--- config.mk ---
export PLATFORM = sky130hd
export DESIGN_NAME = rshc_ctrl
export DESIGN_NICKNAME = d
export VERILOG_FILES = /design/src/logic/rshc_pkg.sv /design/src/logic/rshc_prescaler.sv /design/src/logic/rshc_ref_monitor.sv /design/src/logic/rshc_ctrl.sv
export SDC_FILE = /design/constraint.sdc
export NUM_CORES = 1
export LEC_CHECK = 0
export BUFFER_PORTS_ARGS = -buffer_cell sky130_fd_sc_hd__buf_2
export CAP_MARGIN = 30
export CORE_MARGIN = 2
export CORE_UTILIZATION = 63
export CTS_BUF_LIST = sky130_fd_sc_hd__clkbuf_16
export DETAILED_ROUTE_END_ITERATION = 8
export PLACE_DENSITY = 0.85
export SLEW_MARGIN = 0
export SYNTH_ARGS = -nofsm -noshare
export SYNTH_HDL_FRONTEND = slang
export SYNTH_SLANG_ARGS = --single-unit
export TNS_END_PERCENT = 30
--- constraint.sdc ---
create_clock -name pclk -period 5.2 [get_ports pclk]
set_clock_uncertainty 0.2 [all_clocks]
set_input_delay 0 -clock pclk [delete_from_list [all_inputs] [get_ports pclk]]
set_output_delay 0 -clock pclk [all_outputs]
set_load 0.01 [all_outputs]
--- src/logic/rshc_pkg.sv ---
// register map, field positions, reset values and timing constants of the
// reference switchover and holdover controller.
// assumes a 32-bit apb slave with byte addresses and one word per register.
package rshc_pkg;
    // apb geometry
    localparam int ADDR_W = 8;
    localparam int DATA_W = 32;
    localparam int DIV_W = 10;

    // register byte offsets
    localparam logic [ADDR_W-1:0] OFF_REFCFG = 8'h00;
    localparam logic [ADDR_W-1:0] OFF_MISC = 8'h04;
    localparam logic [ADDR_W-1:0] OFF_PWR = 8'h08;
    localparam logic [ADDR_W-1:0] OFF_DIV_PRI = 8'h0C;
    localparam logic [ADDR_W-1:0] OFF_DIV_SEC = 8'h10;
    localparam logic [ADDR_W-1:0] OFF_STATUS = 8'h14;
    localparam logic [ADDR_W-1:0] OFF_IRQ_STAT = 8'h18;
    localparam logic [ADDR_W-1:0] OFF_IRQ_MASK = 8'h1C;

    // refcfg fields
    localparam int B_VCXO_CFG_LO = 0;
    localparam int VCXO_CFG_W = 2;
    localparam int B_PRI_SE_PD = 2;
    localparam int B_SEC_SE_PD = 3;
    localparam int B_PRI_CMOS = 5;
    localparam int B_SEC_CMOS = 6;
    localparam logic [7:0] REFCFG_WMASK = 8'h6F;

    // misc fields
    localparam int B_MODE_LO = 0;
    localparam int MODE_W = 2;
    localparam int B_MAN_SEL = 2;
    localparam int B_CP_MID = 6;
    localparam int B_SEC_INDEP = 7;
    localparam logic [7:0] MISC_WMASK = 8'hC7;

    // power field
    localparam int B_LOOP_PD = 2;

    // status fields
    localparam int B_ST_PRI_OK = 0;
    localparam int B_ST_SEC_OK = 1;
    localparam int B_ST_ACT_SEC = 2;
    localparam int B_ST_HOLD = 3;
    localparam int B_ST_CP_TRI = 4;
    localparam int B_ST_CP_MID = 5;

    // interrupt events
    localparam int IRQ_W = 5;
    localparam int E_SWITCH = 0;
    localparam int E_HOLD_IN = 1;
    localparam int E_HOLD_OUT = 2;
    localparam int E_PRI_LOST = 3;
    localparam int E_SEC_LOST = 4;

    // reset values
    localparam logic [7:0] REFCFG_RST = 8'h00;
    localparam logic [7:0] MISC_RST = 8'h00;
    localparam logic [DIV_W-1:0] DIV_RST = 10'h001;
    localparam logic [DIV_W-1:0] DIV_MIN = 10'h001;
    localparam logic [DIV_W-1:0] DIV_MAX = 10'h3FF;

    // absence timeout in vcxo clock periods
    localparam int MON_TIMEOUT = 1024;
    localparam int MON_W = 16;

    // switchover modes
    typedef enum logic [MODE_W-1:0] {
        MODE_MAN_REG = 2'h0,
        MODE_MAN_PIN = 2'h1,
        MODE_AUTO_REV = 2'h2,
        MODE_AUTO_NONREV = 2'h3
    } rshc_mode_e;

    // switchover states, gray along primary -> secondary -> holdover
    typedef enum logic [1:0] {
        ST_PRI = 2'b00,
        ST_SEC = 2'b01,
        ST_HOLD = 2'b11
    } rshc_state_e;
endpackage : rshc_pkg

--- src/logic/rshc_prescaler.sv ---
// integer prescaler: one output pulse per div input pulses.
// assumes in_pulse is a single-cycle pulse on pclk; div 0 acts as 1.
`timescale 1ns/1ps
module rshc_prescaler #(
    parameter int DIV_W = 10
) (
    // clock and reset
    input wire logic pclk,
    input wire logic presetn,
    input wire logic ce,
    // division
    input wire logic [DIV_W-1:0] div,
    input wire logic in_pulse,
    output logic out_pulse
);
    logic [DIV_W-1:0] cnt_reg;

    generate
        if (DIV_W < 1) begin : g_bad
            $error("rshc_prescaler: DIV_W must be at least 1");
        end
    endgenerate

    // count input pulses; the wrap emits one output pulse
    always_ff @(posedge pclk or negedge presetn) begin
        if (!presetn) begin
            cnt_reg <= '0;
            out_pulse <= 1'b0;
        end else if (ce) begin
            out_pulse <= 1'b0;
            if (in_pulse) begin
                if (cnt_reg + 1'b1 >= div) begin
                    cnt_reg <= '0;
                    out_pulse <= 1'b1;
                end else begin
                    cnt_reg <= cnt_reg + 1'b1;
                end
            end
        end
    end
endmodule : rshc_prescaler

--- src/logic/rshc_ref_monitor.sv ---
// presence monitor for one prescaled reference, timed in vcxo periods.
// assumes both inputs are single-cycle pulses on pclk.
`timescale 1ns/1ps
module rshc_ref_monitor #(
    parameter int TIMEOUT = 1024,
    parameter int CNT_W = 16
) (
    // clock and reset
    input wire logic pclk,
    input wire logic presetn,
    input wire logic ce,
    // events
    input wire logic ref_pulse,
    input wire logic vcxo_pulse,
    output logic present
);
    logic [CNT_W-1:0] gap_reg;

    generate
        if (TIMEOUT < 2 || TIMEOUT >= (1 << CNT_W)) begin : g_bad
            $error("rshc_ref_monitor: TIMEOUT out of range for CNT_W");
        end
    endgenerate

    // any prescaled edge restarts the gap count and marks presence
    always_ff @(posedge pclk or negedge presetn) begin
        if (!presetn) begin
            gap_reg <= '0;
            present <= 1'b0;
        end else if (ce) begin
            if (ref_pulse) begin
                gap_reg <= '0;
                present <= 1'b1;
            end else if (vcxo_pulse) begin
                if (gap_reg >= CNT_W'(TIMEOUT - 1)) begin
                    present <= 1'b0;
                end else begin
                    gap_reg <= gap_reg + 1'b1;
                end
            end
        end
    end
endmodule : rshc_ref_monitor

--- src/logic/rshc_ctrl.sv ---
// Notes on behaviour
// - each reference divided by 1 to 1023
// - monitor judges presence after the prescaler
// - manual select by register or pin
// - auto: primary lost, secondary present, switch
// - nonrevertive: stay on secondary until it fails
// - revertive: back to primary once present
// - no reference: holdover, pump tristated
// - leave holdover when a reference returns
// - option: pump driven to mid-supply in holdover
// - secondary uses primary divider unless independent
// - per-input bit selects single-ended cmos receiver
// - differential receiver off unless selected and powered
// - single-ended buffer off by loop, bit, differential
// - loop power-down also powers down vcxo receiver
// - two-bit vcxo receiver control in refcfg
// - auto: single present reference becomes active
//
// top of the input-loop reference switchover and holdover controller.
// assumes reference and vcxo pins are asynchronous to pclk and much slower
// than it; registers are reached by an apb master on pclk.
`timescale 1ns/1ps
module rshc_ctrl #(
    parameter int MON_TIMEOUT = rshc_pkg::MON_TIMEOUT,
    parameter int DIV_W = rshc_pkg::DIV_W
) (
    // clock, reset, enable
    input wire logic pclk,
    input wire logic presetn,
    input wire logic ce,
    // apb slave
    input wire logic psel,
    input wire logic penable,
    input wire logic pwrite,
    input wire logic [rshc_pkg::ADDR_W-1:0] paddr,
    input wire logic [rshc_pkg::DATA_W-1:0] pwdata,
    input wire logic [3:0] pstrb,
    output logic [rshc_pkg::DATA_W-1:0] prdata,
    output logic pready,
    output logic pslverr,
    // reference and vcxo pins
    input wire logic primary_ref,
    input wire logic secondary_ref,
    input wire logic vcxo_clock_input,
    input wire logic ref_select_pin,
    // switchover and charge pump control
    output logic active_is_secondary,
    output logic holdover,
    output logic cp_tristate,
    output logic cp_midsupply,
    output logic loop_resync,
    // receiver power and configuration
    output logic primary_diff_pd,
    output logic secondary_diff_pd,
    output logic primary_se_pd,
    output logic secondary_se_pd,
    output logic vcxo_rx_pd,
    output logic [rshc_pkg::VCXO_CFG_W-1:0] vcxo_rx_cfg,
    // interrupt
    output logic irq
);
    import rshc_pkg::*;

    localparam int NPIN = 3;
    localparam int P_PRI = 0;
    localparam int P_SEC = 1;
    localparam int P_VCXO = 2;

    generate
        if (DIV_W != rshc_pkg::DIV_W) begin : g_bad_div
            $error("rshc_ctrl: divider width must match the register field");
        end
    endgenerate

    // software registers
    logic [7:0] refcfg_reg;
    logic [7:0] misc_reg;
    logic loop_pd_reg;
    logic [DIV_W-1:0] div_pri_reg;
    logic [DIV_W-1:0] div_sec_reg;
    logic [IRQ_W-1:0] irq_stat_reg;
    logic [IRQ_W-1:0] irq_mask_reg;

    // pin conditioning
    logic [NPIN-1:0] pin_in;
    logic [NPIN-1:0] sync1_reg;
    logic [NPIN-1:0] sync2_reg;
    logic [NPIN-1:0] sync3_reg;
    logic [NPIN-1:0] level_reg;
    logic [NPIN-1:0] rise;
    logic sel_s1_reg;
    logic sel_s2_reg;
    logic sel_s3_reg;
    logic sel_level_reg;

    // divided references and presence
    logic [DIV_W-1:0] div_sec_eff;
    logic pri_div_pulse;
    logic sec_div_pulse;
    logic pri_ok;
    logic sec_ok;
    logic pri_ok_d_reg;
    logic sec_ok_d_reg;

    // switchover state
    rshc_state_e state_reg;
    rshc_state_e state_next;
    rshc_mode_e mode;
    logic man_want_sec;
    logic [IRQ_W-1:0] irq_set;

    // apb decode
    logic wr_ok;
    logic rd_ok;
    logic [DATA_W-1:0] rd_word;
    logic [DATA_W-1:0] wmask;

    // true when the bus address selects the given register word
    function automatic logic reg_hit(input logic [ADDR_W-1:0] a,
                                     input logic [ADDR_W-1:0] off);
        reg_hit = (a[ADDR_W-1:2] == off[ADDR_W-1:2]);
    endfunction : reg_hit

    // true for any mapped register
    function automatic logic addr_mapped(input logic [ADDR_W-1:0] a);
        addr_mapped = reg_hit(a, OFF_REFCFG) || reg_hit(a, OFF_MISC)
            || reg_hit(a, OFF_PWR) || reg_hit(a, OFF_DIV_PRI)
            || reg_hit(a, OFF_DIV_SEC) || reg_hit(a, OFF_STATUS)
            || reg_hit(a, OFF_IRQ_STAT) || reg_hit(a, OFF_IRQ_MASK);
    endfunction : addr_mapped

    assign pin_in = {vcxo_clock_input, secondary_ref, primary_ref};

    // three-stage synchronisers; a level only moves when stages two and three
    // agree, which rejects a single-sample glitch from a slow edge
    generate
        for (genvar i = 0; i < NPIN; i++) begin : g_pin
            always_ff @(posedge pclk or negedge presetn) begin
                if (!presetn) begin
                    sync1_reg[i] <= 1'b0;
                    sync2_reg[i] <= 1'b0;
                    sync3_reg[i] <= 1'b0;
                    level_reg[i] <= 1'b0;
                end else if (ce) begin
                    sync1_reg[i] <= pin_in[i];
                    sync2_reg[i] <= sync1_reg[i];
                    sync3_reg[i] <= sync2_reg[i];
                    if (sync2_reg[i] == sync3_reg[i]) begin
                        level_reg[i] <= sync3_reg[i];
                    end
                end
            end
            assign rise[i] = ce && (sync2_reg[i] == sync3_reg[i])
                && sync3_reg[i] && !level_reg[i];
        end
    endgenerate

    // reference-select pin, same conditioning as the clock pins
    always_ff @(posedge pclk or negedge presetn) begin
        if (!presetn) begin
            sel_s1_reg <= 1'b0;
            sel_s2_reg <= 1'b0;
            sel_s3_reg <= 1'b0;
            sel_level_reg <= 1'b0;
        end else if (ce) begin
            sel_s1_reg <= ref_select_pin;
            sel_s2_reg <= sel_s1_reg;
            sel_s3_reg <= sel_s2_reg;
            if (sel_s2_reg == sel_s3_reg) begin
                sel_level_reg <= sel_s3_reg;
            end
        end
    end

    // secondary divider follows the primary unless made independent
    assign div_sec_eff = misc_reg[B_SEC_INDEP] ? div_sec_reg : div_pri_reg;

    rshc_prescaler #(.DIV_W(DIV_W)) u_div_pri (
        .pclk(pclk),
        .presetn(presetn),
        .ce(ce),
        .div(div_pri_reg),
        .in_pulse(rise[P_PRI]),
        .out_pulse(pri_div_pulse)
    );

    rshc_prescaler #(.DIV_W(DIV_W)) u_div_sec (
        .pclk(pclk),
        .presetn(presetn),
        .ce(ce),
        .div(div_sec_eff),
        .in_pulse(rise[P_SEC]),
        .out_pulse(sec_div_pulse)
    );

    // monitors look only at the divided references, timed by the undivided vcxo edge
    rshc_ref_monitor #(.TIMEOUT(MON_TIMEOUT), .CNT_W(MON_W)) u_mon_pri (
        .pclk(pclk),
        .presetn(presetn),
        .ce(ce),
        .ref_pulse(pri_div_pulse),
        .vcxo_pulse(rise[P_VCXO]),
        .present(pri_ok)
    );

    rshc_ref_monitor #(.TIMEOUT(MON_TIMEOUT), .CNT_W(MON_W)) u_mon_sec (
        .pclk(pclk),
        .presetn(presetn),
        .ce(ce),
        .ref_pulse(sec_div_pulse),
        .vcxo_pulse(rise[P_VCXO]),
        .present(sec_ok)
    );

    assign mode = rshc_mode_e'(misc_reg[B_MODE_LO +: MODE_W]);
    // manual choice comes from the register bit or from the pin
    assign man_want_sec = (mode == MODE_MAN_PIN) ? sel_level_reg
        : misc_reg[B_MAN_SEL];

    // switchover decision, driven by monitor status
    always_comb begin
        state_next = state_reg;
        if (!pri_ok && !sec_ok) begin
            state_next = ST_HOLD;
        end else if (mode == MODE_MAN_REG || mode == MODE_MAN_PIN) begin
            state_next = man_want_sec ? ST_SEC : ST_PRI;
        end else begin
            case (state_reg)
                ST_PRI: begin
                    if (!pri_ok) begin
                        state_next = ST_SEC;
                    end
                end
                ST_SEC: begin
                    if (!sec_ok) begin
                        state_next = ST_PRI;
                    end else if (pri_ok && mode == MODE_AUTO_REV) begin
                        state_next = ST_PRI;
                    end
                end
                default: begin
                    // leaving holdover: primary wins when present, else secondary
                    state_next = pri_ok ? ST_PRI : ST_SEC;
                end
            endcase
        end
    end

    // state and loop-side outputs; the pump mode follows holdover and the mid-supply bit
    always_ff @(posedge pclk or negedge presetn) begin
        if (!presetn) begin
            state_reg <= ST_HOLD;
            active_is_secondary <= 1'b0;
            holdover <= 1'b1;
            cp_tristate <= 1'b1;
            cp_midsupply <= 1'b0;
            loop_resync <= 1'b0;
        end else if (ce) begin
            state_reg <= state_next;
            active_is_secondary <= (state_next == ST_SEC);
            holdover <= (state_next == ST_HOLD);
            cp_tristate <= (state_next == ST_HOLD) && !misc_reg[B_CP_MID];
            cp_midsupply <= (state_next == ST_HOLD) && misc_reg[B_CP_MID];
            loop_resync <= (state_next != state_reg) && (state_next != ST_HOLD);
        end
    end

    // receiver power gating, registered so outputs come from flops
    always_ff @(posedge pclk or negedge presetn) begin
        if (!presetn) begin
            primary_diff_pd <= 1'b1;
            secondary_diff_pd <= 1'b1;
            primary_se_pd <= 1'b1;
            secondary_se_pd <= 1'b1;
            vcxo_rx_pd <= 1'b0;
            vcxo_rx_cfg <= '0;
        end else if (ce) begin
            primary_diff_pd <= refcfg_reg[B_PRI_CMOS] || loop_pd_reg;
            secondary_diff_pd <= refcfg_reg[B_SEC_CMOS] || loop_pd_reg;
            primary_se_pd <= loop_pd_reg || refcfg_reg[B_PRI_SE_PD]
                || !refcfg_reg[B_PRI_CMOS];
            secondary_se_pd <= loop_pd_reg || refcfg_reg[B_SEC_SE_PD]
                || !refcfg_reg[B_SEC_CMOS];
            vcxo_rx_pd <= loop_pd_reg;
            vcxo_rx_cfg <= refcfg_reg[B_VCXO_CFG_LO +: VCXO_CFG_W];
        end
    end

    // event detection for the interrupt status
    always_comb begin
        irq_set = '0;
        irq_set[E_SWITCH] = (state_next != state_reg) && (state_next != ST_HOLD)
            && (state_reg != ST_HOLD);
        irq_set[E_HOLD_IN] = (state_next == ST_HOLD) && (state_reg != ST_HOLD);
        irq_set[E_HOLD_OUT] = (state_next != ST_HOLD) && (state_reg == ST_HOLD);
        irq_set[E_PRI_LOST] = pri_ok_d_reg && !pri_ok;
        irq_set[E_SEC_LOST] = sec_ok_d_reg && !sec_ok;
    end

    always_ff @(posedge pclk or negedge presetn) begin
        if (!presetn) begin
            pri_ok_d_reg <= 1'b0;
            sec_ok_d_reg <= 1'b0;
        end else if (ce) begin
            pri_ok_d_reg <= pri_ok;
            sec_ok_d_reg <= sec_ok;
        end
    end

    // apb: one wait state, so pready and prdata both come from flops
    assign wr_ok = psel && penable && pready && pwrite && !pslverr;
    assign rd_ok = psel && penable && !pready && !pwrite;
    always_comb begin
        for (int b = 0; b < 4; b++) begin
            wmask[b*8 +: 8] = {8{pstrb[b]}};
        end
    end

    always_ff @(posedge pclk or negedge presetn) begin
        if (!presetn) begin
            pready <= 1'b0;
            pslverr <= 1'b0;
        end else if (ce) begin
            pready <= psel && penable && !pready;
            pslverr <= psel && penable && !pready && !addr_mapped(paddr);
        end
    end

    // read mux; reserved and unmapped bits read as zero
    always_comb begin
        rd_word = '0;
        if (reg_hit(paddr, OFF_REFCFG)) begin
            rd_word[7:0] = refcfg_reg;
        end else if (reg_hit(paddr, OFF_MISC)) begin
            rd_word[7:0] = misc_reg;
        end else if (reg_hit(paddr, OFF_PWR)) begin
            rd_word[B_LOOP_PD] = loop_pd_reg;
        end else if (reg_hit(paddr, OFF_DIV_PRI)) begin
            rd_word[DIV_W-1:0] = div_pri_reg;
        end else if (reg_hit(paddr, OFF_DIV_SEC)) begin
            rd_word[DIV_W-1:0] = div_sec_reg;
        end else if (reg_hit(paddr, OFF_STATUS)) begin
            rd_word[B_ST_PRI_OK] = pri_ok;
            rd_word[B_ST_SEC_OK] = sec_ok;
            rd_word[B_ST_ACT_SEC] = active_is_secondary;
            rd_word[B_ST_HOLD] = holdover;
            rd_word[B_ST_CP_TRI] = cp_tristate;
            rd_word[B_ST_CP_MID] = cp_midsupply;
        end else if (reg_hit(paddr, OFF_IRQ_STAT)) begin
            rd_word[IRQ_W-1:0] = irq_stat_reg;
        end else if (reg_hit(paddr, OFF_IRQ_MASK)) begin
            rd_word[IRQ_W-1:0] = irq_mask_reg;
        end
    end

    always_ff @(posedge pclk or negedge presetn) begin
        if (!presetn) begin
            prdata <= '0;
        end else if (ce && rd_ok) begin
            prdata <= rd_word;
        end
    end

    // configuration writes honour byte strobes; loop power-down is software's
    // to keep clear when the loop is bypassed, hardware does not force it
    always_ff @(posedge pclk or negedge presetn) begin
        if (!presetn) begin
            refcfg_reg <= REFCFG_RST;
            misc_reg <= MISC_RST;
            loop_pd_reg <= 1'b0;
        end else if (ce && wr_ok && pstrb[0]) begin
            if (reg_hit(paddr, OFF_REFCFG)) begin
                refcfg_reg <= pwdata[7:0] & REFCFG_WMASK;
            end else if (reg_hit(paddr, OFF_MISC)) begin
                misc_reg <= pwdata[7:0] & MISC_WMASK;
            end else if (reg_hit(paddr, OFF_PWR)) begin
                loop_pd_reg <= pwdata[B_LOOP_PD];
            end
        end
    end

    // divider writes; zero is clamped to one, the lowest legal ratio
    always_ff @(posedge pclk or negedge presetn) begin
        if (!presetn) begin
            div_pri_reg <= DIV_RST;
            div_sec_reg <= DIV_RST;
        end else if (ce && wr_ok && pstrb[0] && pstrb[1]) begin
            if (reg_hit(paddr, OFF_DIV_PRI)) begin
                div_pri_reg <= (pwdata[DIV_W-1:0] < DIV_MIN) ? DIV_MIN
                    : pwdata[DIV_W-1:0];
            end else if (reg_hit(paddr, OFF_DIV_SEC)) begin
                div_sec_reg <= (pwdata[DIV_W-1:0] < DIV_MIN) ? DIV_MIN
                    : pwdata[DIV_W-1:0];
            end
        end
    end

    // sticky status: a new event in the clearing cycle survives the clear
    always_ff @(posedge pclk or negedge presetn) begin
        if (!presetn) begin
            irq_stat_reg <= '0;
            irq_mask_reg <= '0;
            irq <= 1'b0;
        end else if (ce) begin
            if (wr_ok && reg_hit(paddr, OFF_IRQ_STAT)) begin
                irq_stat_reg <= (irq_stat_reg & ~(pwdata[IRQ_W-1:0]
                    & wmask[IRQ_W-1:0])) | irq_set;
            end else begin
                irq_stat_reg <= irq_stat_reg | irq_set;
            end
            if (wr_ok && pstrb[0] && reg_hit(paddr, OFF_IRQ_MASK)) begin
                irq_mask_reg <= pwdata[IRQ_W-1:0];
            end
            irq <= |(irq_stat_reg & irq_mask_reg);
        end
    end
endmodule : rshc_ctrl

# [Yosys cells after proc, flatten, opt, wreduce, memory -nomap -nowiden]
# Cells that the tools add are included.
[word_totals] reg_bits=143 inputBits=54 output_inout_bits=47 word_cells=216
[classes] n_addsub=4 order_cmp=5 eq_ne=22 mux=44 n_bitwise=9 n_reduce_logical=83
[ops] cell="two-way mux 16 bit" n=6
[ops] cell="two-way mux 10 bit" n=5
[ops] cell="logical AND 1 bit" n=33
[ops] cell="adder 16 x 1 -> 16 bit (second input constant)" n=2
[ops] cell="greater-or-equal comparator 16 x 10 -> 1 bit (second input constant)" n=2
[ops] cell="== test 6 x 3 -> 1 bit (second input constant)" n=4
[ops] cell="adder 10 x 1 -> 10 bit (second input constant)" n=2
[ops] cell="greater-or-equal comparator 10 bit" n=2
[ops] cell="two-way mux 5 bit" n=4
[ops] cell="AND reduction 2 bit" n=9
[ops] cell="AND reduction 3 bit" n=6
[ops] cell="two-way mux 2 bit" n=8
[ops] cell="two-way mux 8 bit" n=2
[ops] cell="bitwise AND 5 bit" n=3
[ops] cell="two-way mux 1 bit" n=15
[ops] cell="logical OR 1 bit" n=14
[ops] cell="== test 6 x 2 -> 1 bit (second input constant)" n=2
[ops] cell="logical NOT 1 bit" n=12
[ops] cell="< comparator 10 x 1 -> 1 bit (second input constant)" n=1
[ops] cell="bitwise OR 5 bit" n=2
[ops] cell="inequality test 2 bit (second input constant)" n=4
[ops] cell="nonzero test 2 bit" n=4
[ops] cell="two-way mux 7 bit" n=1
[ops] cell="== test 2 x 1 -> 1 bit (second input constant)" n=3
[ops] cell="13 further kinds" n=21

# [Logic depth before layout (Yosys ltp)]
[logic_depth] ltp_word=12 depth_mapped=11

# [By module]
# A second synthesis with hierarchy kept.
[unflattened] hier_cells=780 area_unflattened_um2=7927.6
[modules_own_cells] module="rshc_ctrl" instances=1 cells_per_inst=376 area_each_um2=4296.6
[modules_own_cells] module="rshc_prescaler" instances=2 cells_per_inst=104 area_each_um2=878.3
[modules_own_cells] module="rshc_ref_monitor (u_mon_pri)" instances=1 cells_per_inst=100 area_each_um2=959.7
[modules_own_cells] module="rshc_ref_monitor (u_mon_sec)" instances=1 cells_per_inst=96 area_each_um2=914.6

# [Worst setup path after synthesis]
# OpenSTA, ideal clock, no wires.
[synth_path] path_kind="reg-to-reg" start="reg u_div_sec.cnt_reg[2]" end="reg u_div_sec.out_pulse" setup_time_ns=0.121 arrival_time_ns=2.881 required_ns=4.879 setup_slack_ns=1.998 stages_incl_launch_ff=12 path_buffers=0 period_less_slack_ns=3.202 path_cell_list="dfrtp_1 -> and2_1 -> nand4_2 -> or3_1 -> xor2_1 -> inv_1 -> ha_1 -> a2111o_1 -> a211o_1 -> a41oi_2 -> nor2_2 -> a22o_2"
[synth_via] elab_chain_len=4
[synth_lines] element="start: declaration" line_no="rshc_prescaler.sv:16" rtl="logic [DIV_W-1:0] cnt_reg;"
[synth_lines] element="start signal: assignment" line_no="rshc_prescaler.sv:36" rtl="cnt_reg <= cnt_reg + 1'b1;"
[synth_lines] element="adder 10 x 1 -> 10 bit" line_no="rshc_prescaler.sv:32" rtl="if (cnt_reg + 1'b1 >= div) begin"
[synth_lines] element="greater-or-equal comparator 10 bit" line_no="rshc_prescaler.sv:32"
[synth_lines] element="two-way mux 1 bit" line_no="rshc_prescaler.sv:32"
[synth_lines] element="two-way mux 1 bit" line_no="rshc_prescaler.sv:31" rtl="if (in_pulse) begin"
[synth_lines] element="end signal: assignment" line_no="rshc_prescaler.sv:28" rtl="out_pulse <= 1'b0;"
[synth_lines] element="end signal: assignment" line_no="rshc_prescaler.sv:30" rtl="out_pulse <= 1'b0;"
[synth_lines] element="end signal: assignment" line_no="rshc_prescaler.sv:34" rtl="out_pulse <= 1'b1;"
[synth_lines] element="end: declaration" line_no="rshc_prescaler.sv:14" rtl="output logic out_pulse"
# Every way passes these cells.
# A chain may end at the register's enable or synchronous reset.

# [Worst setup path after layout]
[layout_path] start="reg u_div_pri.cnt_reg[0]" end="reg u_div_pri.out_pulse"
[layout_via] elab_chain_len=4
[layout_lines] element="start: declaration" line_no="rshc_prescaler.sv:16"
[layout_lines] element="start signal: assignment" line_no="rshc_prescaler.sv:36"
[layout_lines] element="adder 10 x 1 -> 10 bit" line_no="rshc_prescaler.sv:32"
[layout_lines] element="greater-or-equal comparator 10 bit" line_no="rshc_prescaler.sv:32"
[layout_lines] element="two-way mux 1 bit" line_no="rshc_prescaler.sv:32"
[layout_lines] element="two-way mux 1 bit" line_no="rshc_prescaler.sv:31"
[layout_lines] element="end signal: assignment" line_no="rshc_prescaler.sv:28"
[layout_lines] element="end signal: assignment" line_no="rshc_prescaler.sv:30"
[layout_lines] element="end signal: assignment" line_no="rshc_prescaler.sv:34"
[layout_lines] element="end: declaration" line_no="rshc_prescaler.sv:14"
# Every way passes these cells.

==> flow_metrics.py <==
metrics = {
    "floorplanning": {
        "dieArea_sq_mm": 0.0130,
        "initial_core_util": 0.639,
        "rows": 40,
        "die_y_microns": 114,
        "io_pins": 101,
        "die_w_microns": 114,
        "core_sq_mm": 0.0119,
    },
    "placement": {
        "gp_congestion": 0.891,
        "pre_cts_ws_ns": 1.69,
        "io_buffer_count": 52,
        "placedCellCount": 906,
        "dpl.hpwl_mm": 11.9,
    },
    "global_route": {
        "first_global_vias": 6068,
        "antenna_found_initial": 0,
        "grt_pass1_wl_mm": 29.8,
        "grt_max_degree": 73,
        "track_usage": 0.295,
        "grt_overflow_total": 0,
    },
    "critical_path": {
        "cp-end-kind": "register",
        "path_class": "register to register",
        "slowest_delay_ns": 0.60,
        "path_max_fanout": 9,
        "path_cells": "ha_1 > nand3_1 > or3_1 > xnor2_1 > ha_1 > a211oi_1 > nand2_1 > o22ai_1 > nor2_1 > a22o_1",
        "worstPathArrival_ns": 3.67,
        "critPathLaunchType": "register",
        "critPathRequiredTime_ns": 5.31,
        "crit_path_frequent_cell": "ha_1",
        "worstPathBufferInverterCount": 0,
        "cp_slowest_cell": "o22ai_1",
        "cp_top_family": "simple AND/OR/NAND/NOR gates",
    },
    "clock_tree": {
        "cts_buffer_depth": 2,
        "clockRootBuffer": "clkbuf_16",
        "postCtsSetupBuffers": 0,
        "cts_htree_levels": 4,
        "cts_resized": 0,
        "clkTransAtPathRegs_ns": 0.06,
        "cts_sinks": 143,
        "postCtsHoldBufs": 30,
        "cts_tree": "done",
        "cts_made_buffers": 17,
        "clk_latency_ns": 0.43,
    },
    "drt": {
        "wirelength_mm": 18.0,
        "ant_nets": 0,
        "vias": 6028,
        "first_pass_iters": 7,
        "drt_iter0_drc": 728,
        "via_per_inst": 6.23,
        "drc": 0,
        "wire_per_inst_microns": 18.6,
    },
    "cells_and_area": {
        "drive_above_1_share": 0.195,
        "layout_common_cells": "dfrtp_1, nand2_1, mux2_2, o21ai_0, buf_2",
        "final_common_cell": "dfrtp_1",
        "finalNetCount": 886,
        "n_antenna_cell": 0,
        "stdcell_count": 968,
        "syn2layout_area_growth_pct": 14.2,
    },
    "yosys": {
        "avgSynthCellArea_sq_um": 10.3,
        "synth_seq_cells": 143,
        "synth_largest_area_cell": "dfrtp_1",
        "synth_top_area_share": 0.437,
        "yosysWarnings": 0,
        "netlist_top_cells_area": "dfrtp_1, mux2_2, nand2_1, ha_1, dfstp_2",
        "yosysSeqAreaShare": 0.472,
        "synth_flop_cell": "dfrtp_1",
        "ys_types": 72,
        "synthCells": 737,
        "netlist_area_sq_mm": 0.00761,
        "synth-edff-count": 0,
        "ys_async_sr_fraction": 1.00,
    },
    "sta": {
        "rsz0062_at_grt": "false",
        "slew_headroom": 0.392,
        "finalCritPeriodShare": 0.685,
        "hold_violations": 0,
        "finalSetupViolations": 0,
        "min_period_ns": 3.56,
        "drv_slew": 0,
        "setup_slack_ns": 1.64,
        "max_slew.worst_pin.slew_ns": 0.912,
        "fmax_mhz": 281,
        "fin_tns_setup_ns": 0,
    },
    "power_and_ir_drop": {
        "power.total_mw": 3.09,
        "power_frac_seq": 0.459,
        "p_sw_frac": 0.309,
        "p_sw_mw": 0.957,
        "internal_power_mw": 2.14,
        "leakage_nw": 4.00,
        "clockPowerShare": 0.348,
        "p_comb_frac": 0.193,
        "cellPowerDensity_mw_per_mm2": 356,
        "peakVddDrop_mv": 0.277,
    },
    "worst_hold_path": {
        "hold_path.class": "input pin to register",
    },
    "run_status": {
        "status": "finished clean",
    },
    "job": {
        "drv_cap": 0,
    },
}
-- metal layers --
layer | vias to the layer above | wire length (microns) | GRT usage
met1 | 3024 | 7240 | 0.372
met5 | - | 0 | 0
met4 | 0 | 415 | 0.104
li1 | 2752 | - | -
met2 | 206 | 9390 | 0.501
met3 | 46 | 989 | 0.0707
-- power by group through the flow --
stage               combinational, mW  sequential [mW]  clock, mW
floorplan                       0.458             1.36          0
global placement                0.528             1.42          0
detailed placement              0.566             1.43          0
CTS                             0.596             1.41       1.09
global route                    0.684             1.44       1.14
finish                          0.599             1.42       1.08
-- cell families (layout without fill, tap and decap cells) --
| logic type | count (synthesis) | in the layout | synth area share |
|---|---|---|---|
| XOR/XNOR | 26 | 26 | 0.0299 |
| multiplexers | 71 | 71 | 0.110 |
| other | 1 | 22 | 0.000493 |
| buffers and inverters | 75 | 138 | 0.0500 |
| AND/OR/NAND/NOR | 253 | 253 | 0.174 |
| flip-flops | 143 | 143 | 0.472 |
| AO/OA/AOI/OAI | 144 | 144 | 0.124 |
| adder cells (fa/ha/maj) | 24 | 24 | 0.0395 |
-- path summary, 6_finish.rpt --
check,start,to,slack [ns],cells past startpoint
setup / recovery,u_div_pri.cnt_reg[0],u_div_pri.out_pulse,1.64,10
hold / removal,paddr[7],prdata[6],0.006,4
setup reg to reg,u_div_pri.cnt_reg[0],u_div_pri.out_pulse,1.64,10
hold reg to reg,prdata[8],prdata[8],0.27,2
max in group asynchronous,presetn,u_div_pri.cnt_reg[3],3.42,4
min in group asynchronous,presetn,cp_tristate,0.47,3
-- layout make-up --
type | count | area [sq um]
multi-input cells | 540 | 3720
flip-flops and latches | 143 | 3590
clock inverters | 15 | 88.8
clock buffers | 17 | 425
fillers | 838 | 3220
well taps | 147 | 184
inverters | 22 | 82.6
repair buffers | 84 | 599
-- metrics by stage --
| step | hold WS (ns) | cell area (sq um) | utilization |
|---|---|---|---|
| 4_1_cts | 0.000625 | 8690 | 0.730 |
| 3_5_place_dp | -0.147 | 7860 | 0.660 |
| 3_3_place_gp | -0.161 | 7860 | 0.660 |
| 2_1_floorplan | -0.496 | 7690 | - |
| 6_report | 0.00576 | 8690 | 0.730 |
| 5_1_grt | 0.0168 | 8690 | 0.730 |
-- synth_stat cells, types with 10 or more instances --
cell,instances
dfstp_2,10
and2_1,17
nor2_1,37
o21ai_0,51
nand2_1,91
mux2i_1,15
clkbuf_1,19
ha_1,24
or3_1,11
mux2_2,51
xnor2_1,22
inv_1,21
a21oi_1,24
buf_4,24
o211ai_1,11
nand3_1,16
dfrtp_1,133
nor3_1,21
-- worst reg2reg max path, delay by kind of cell, from the launching register on --
kind	cells	cell delay, ns
flip-flops	1	0.42
adder cells (fa/ha/maj)	2	0.45
AND/OR/NAND/NOR	4	1.15
AO/OA/AOI/OAI	3	1.08
XOR/XNOR	1	0.15
(Power assumes the default switching activity.)
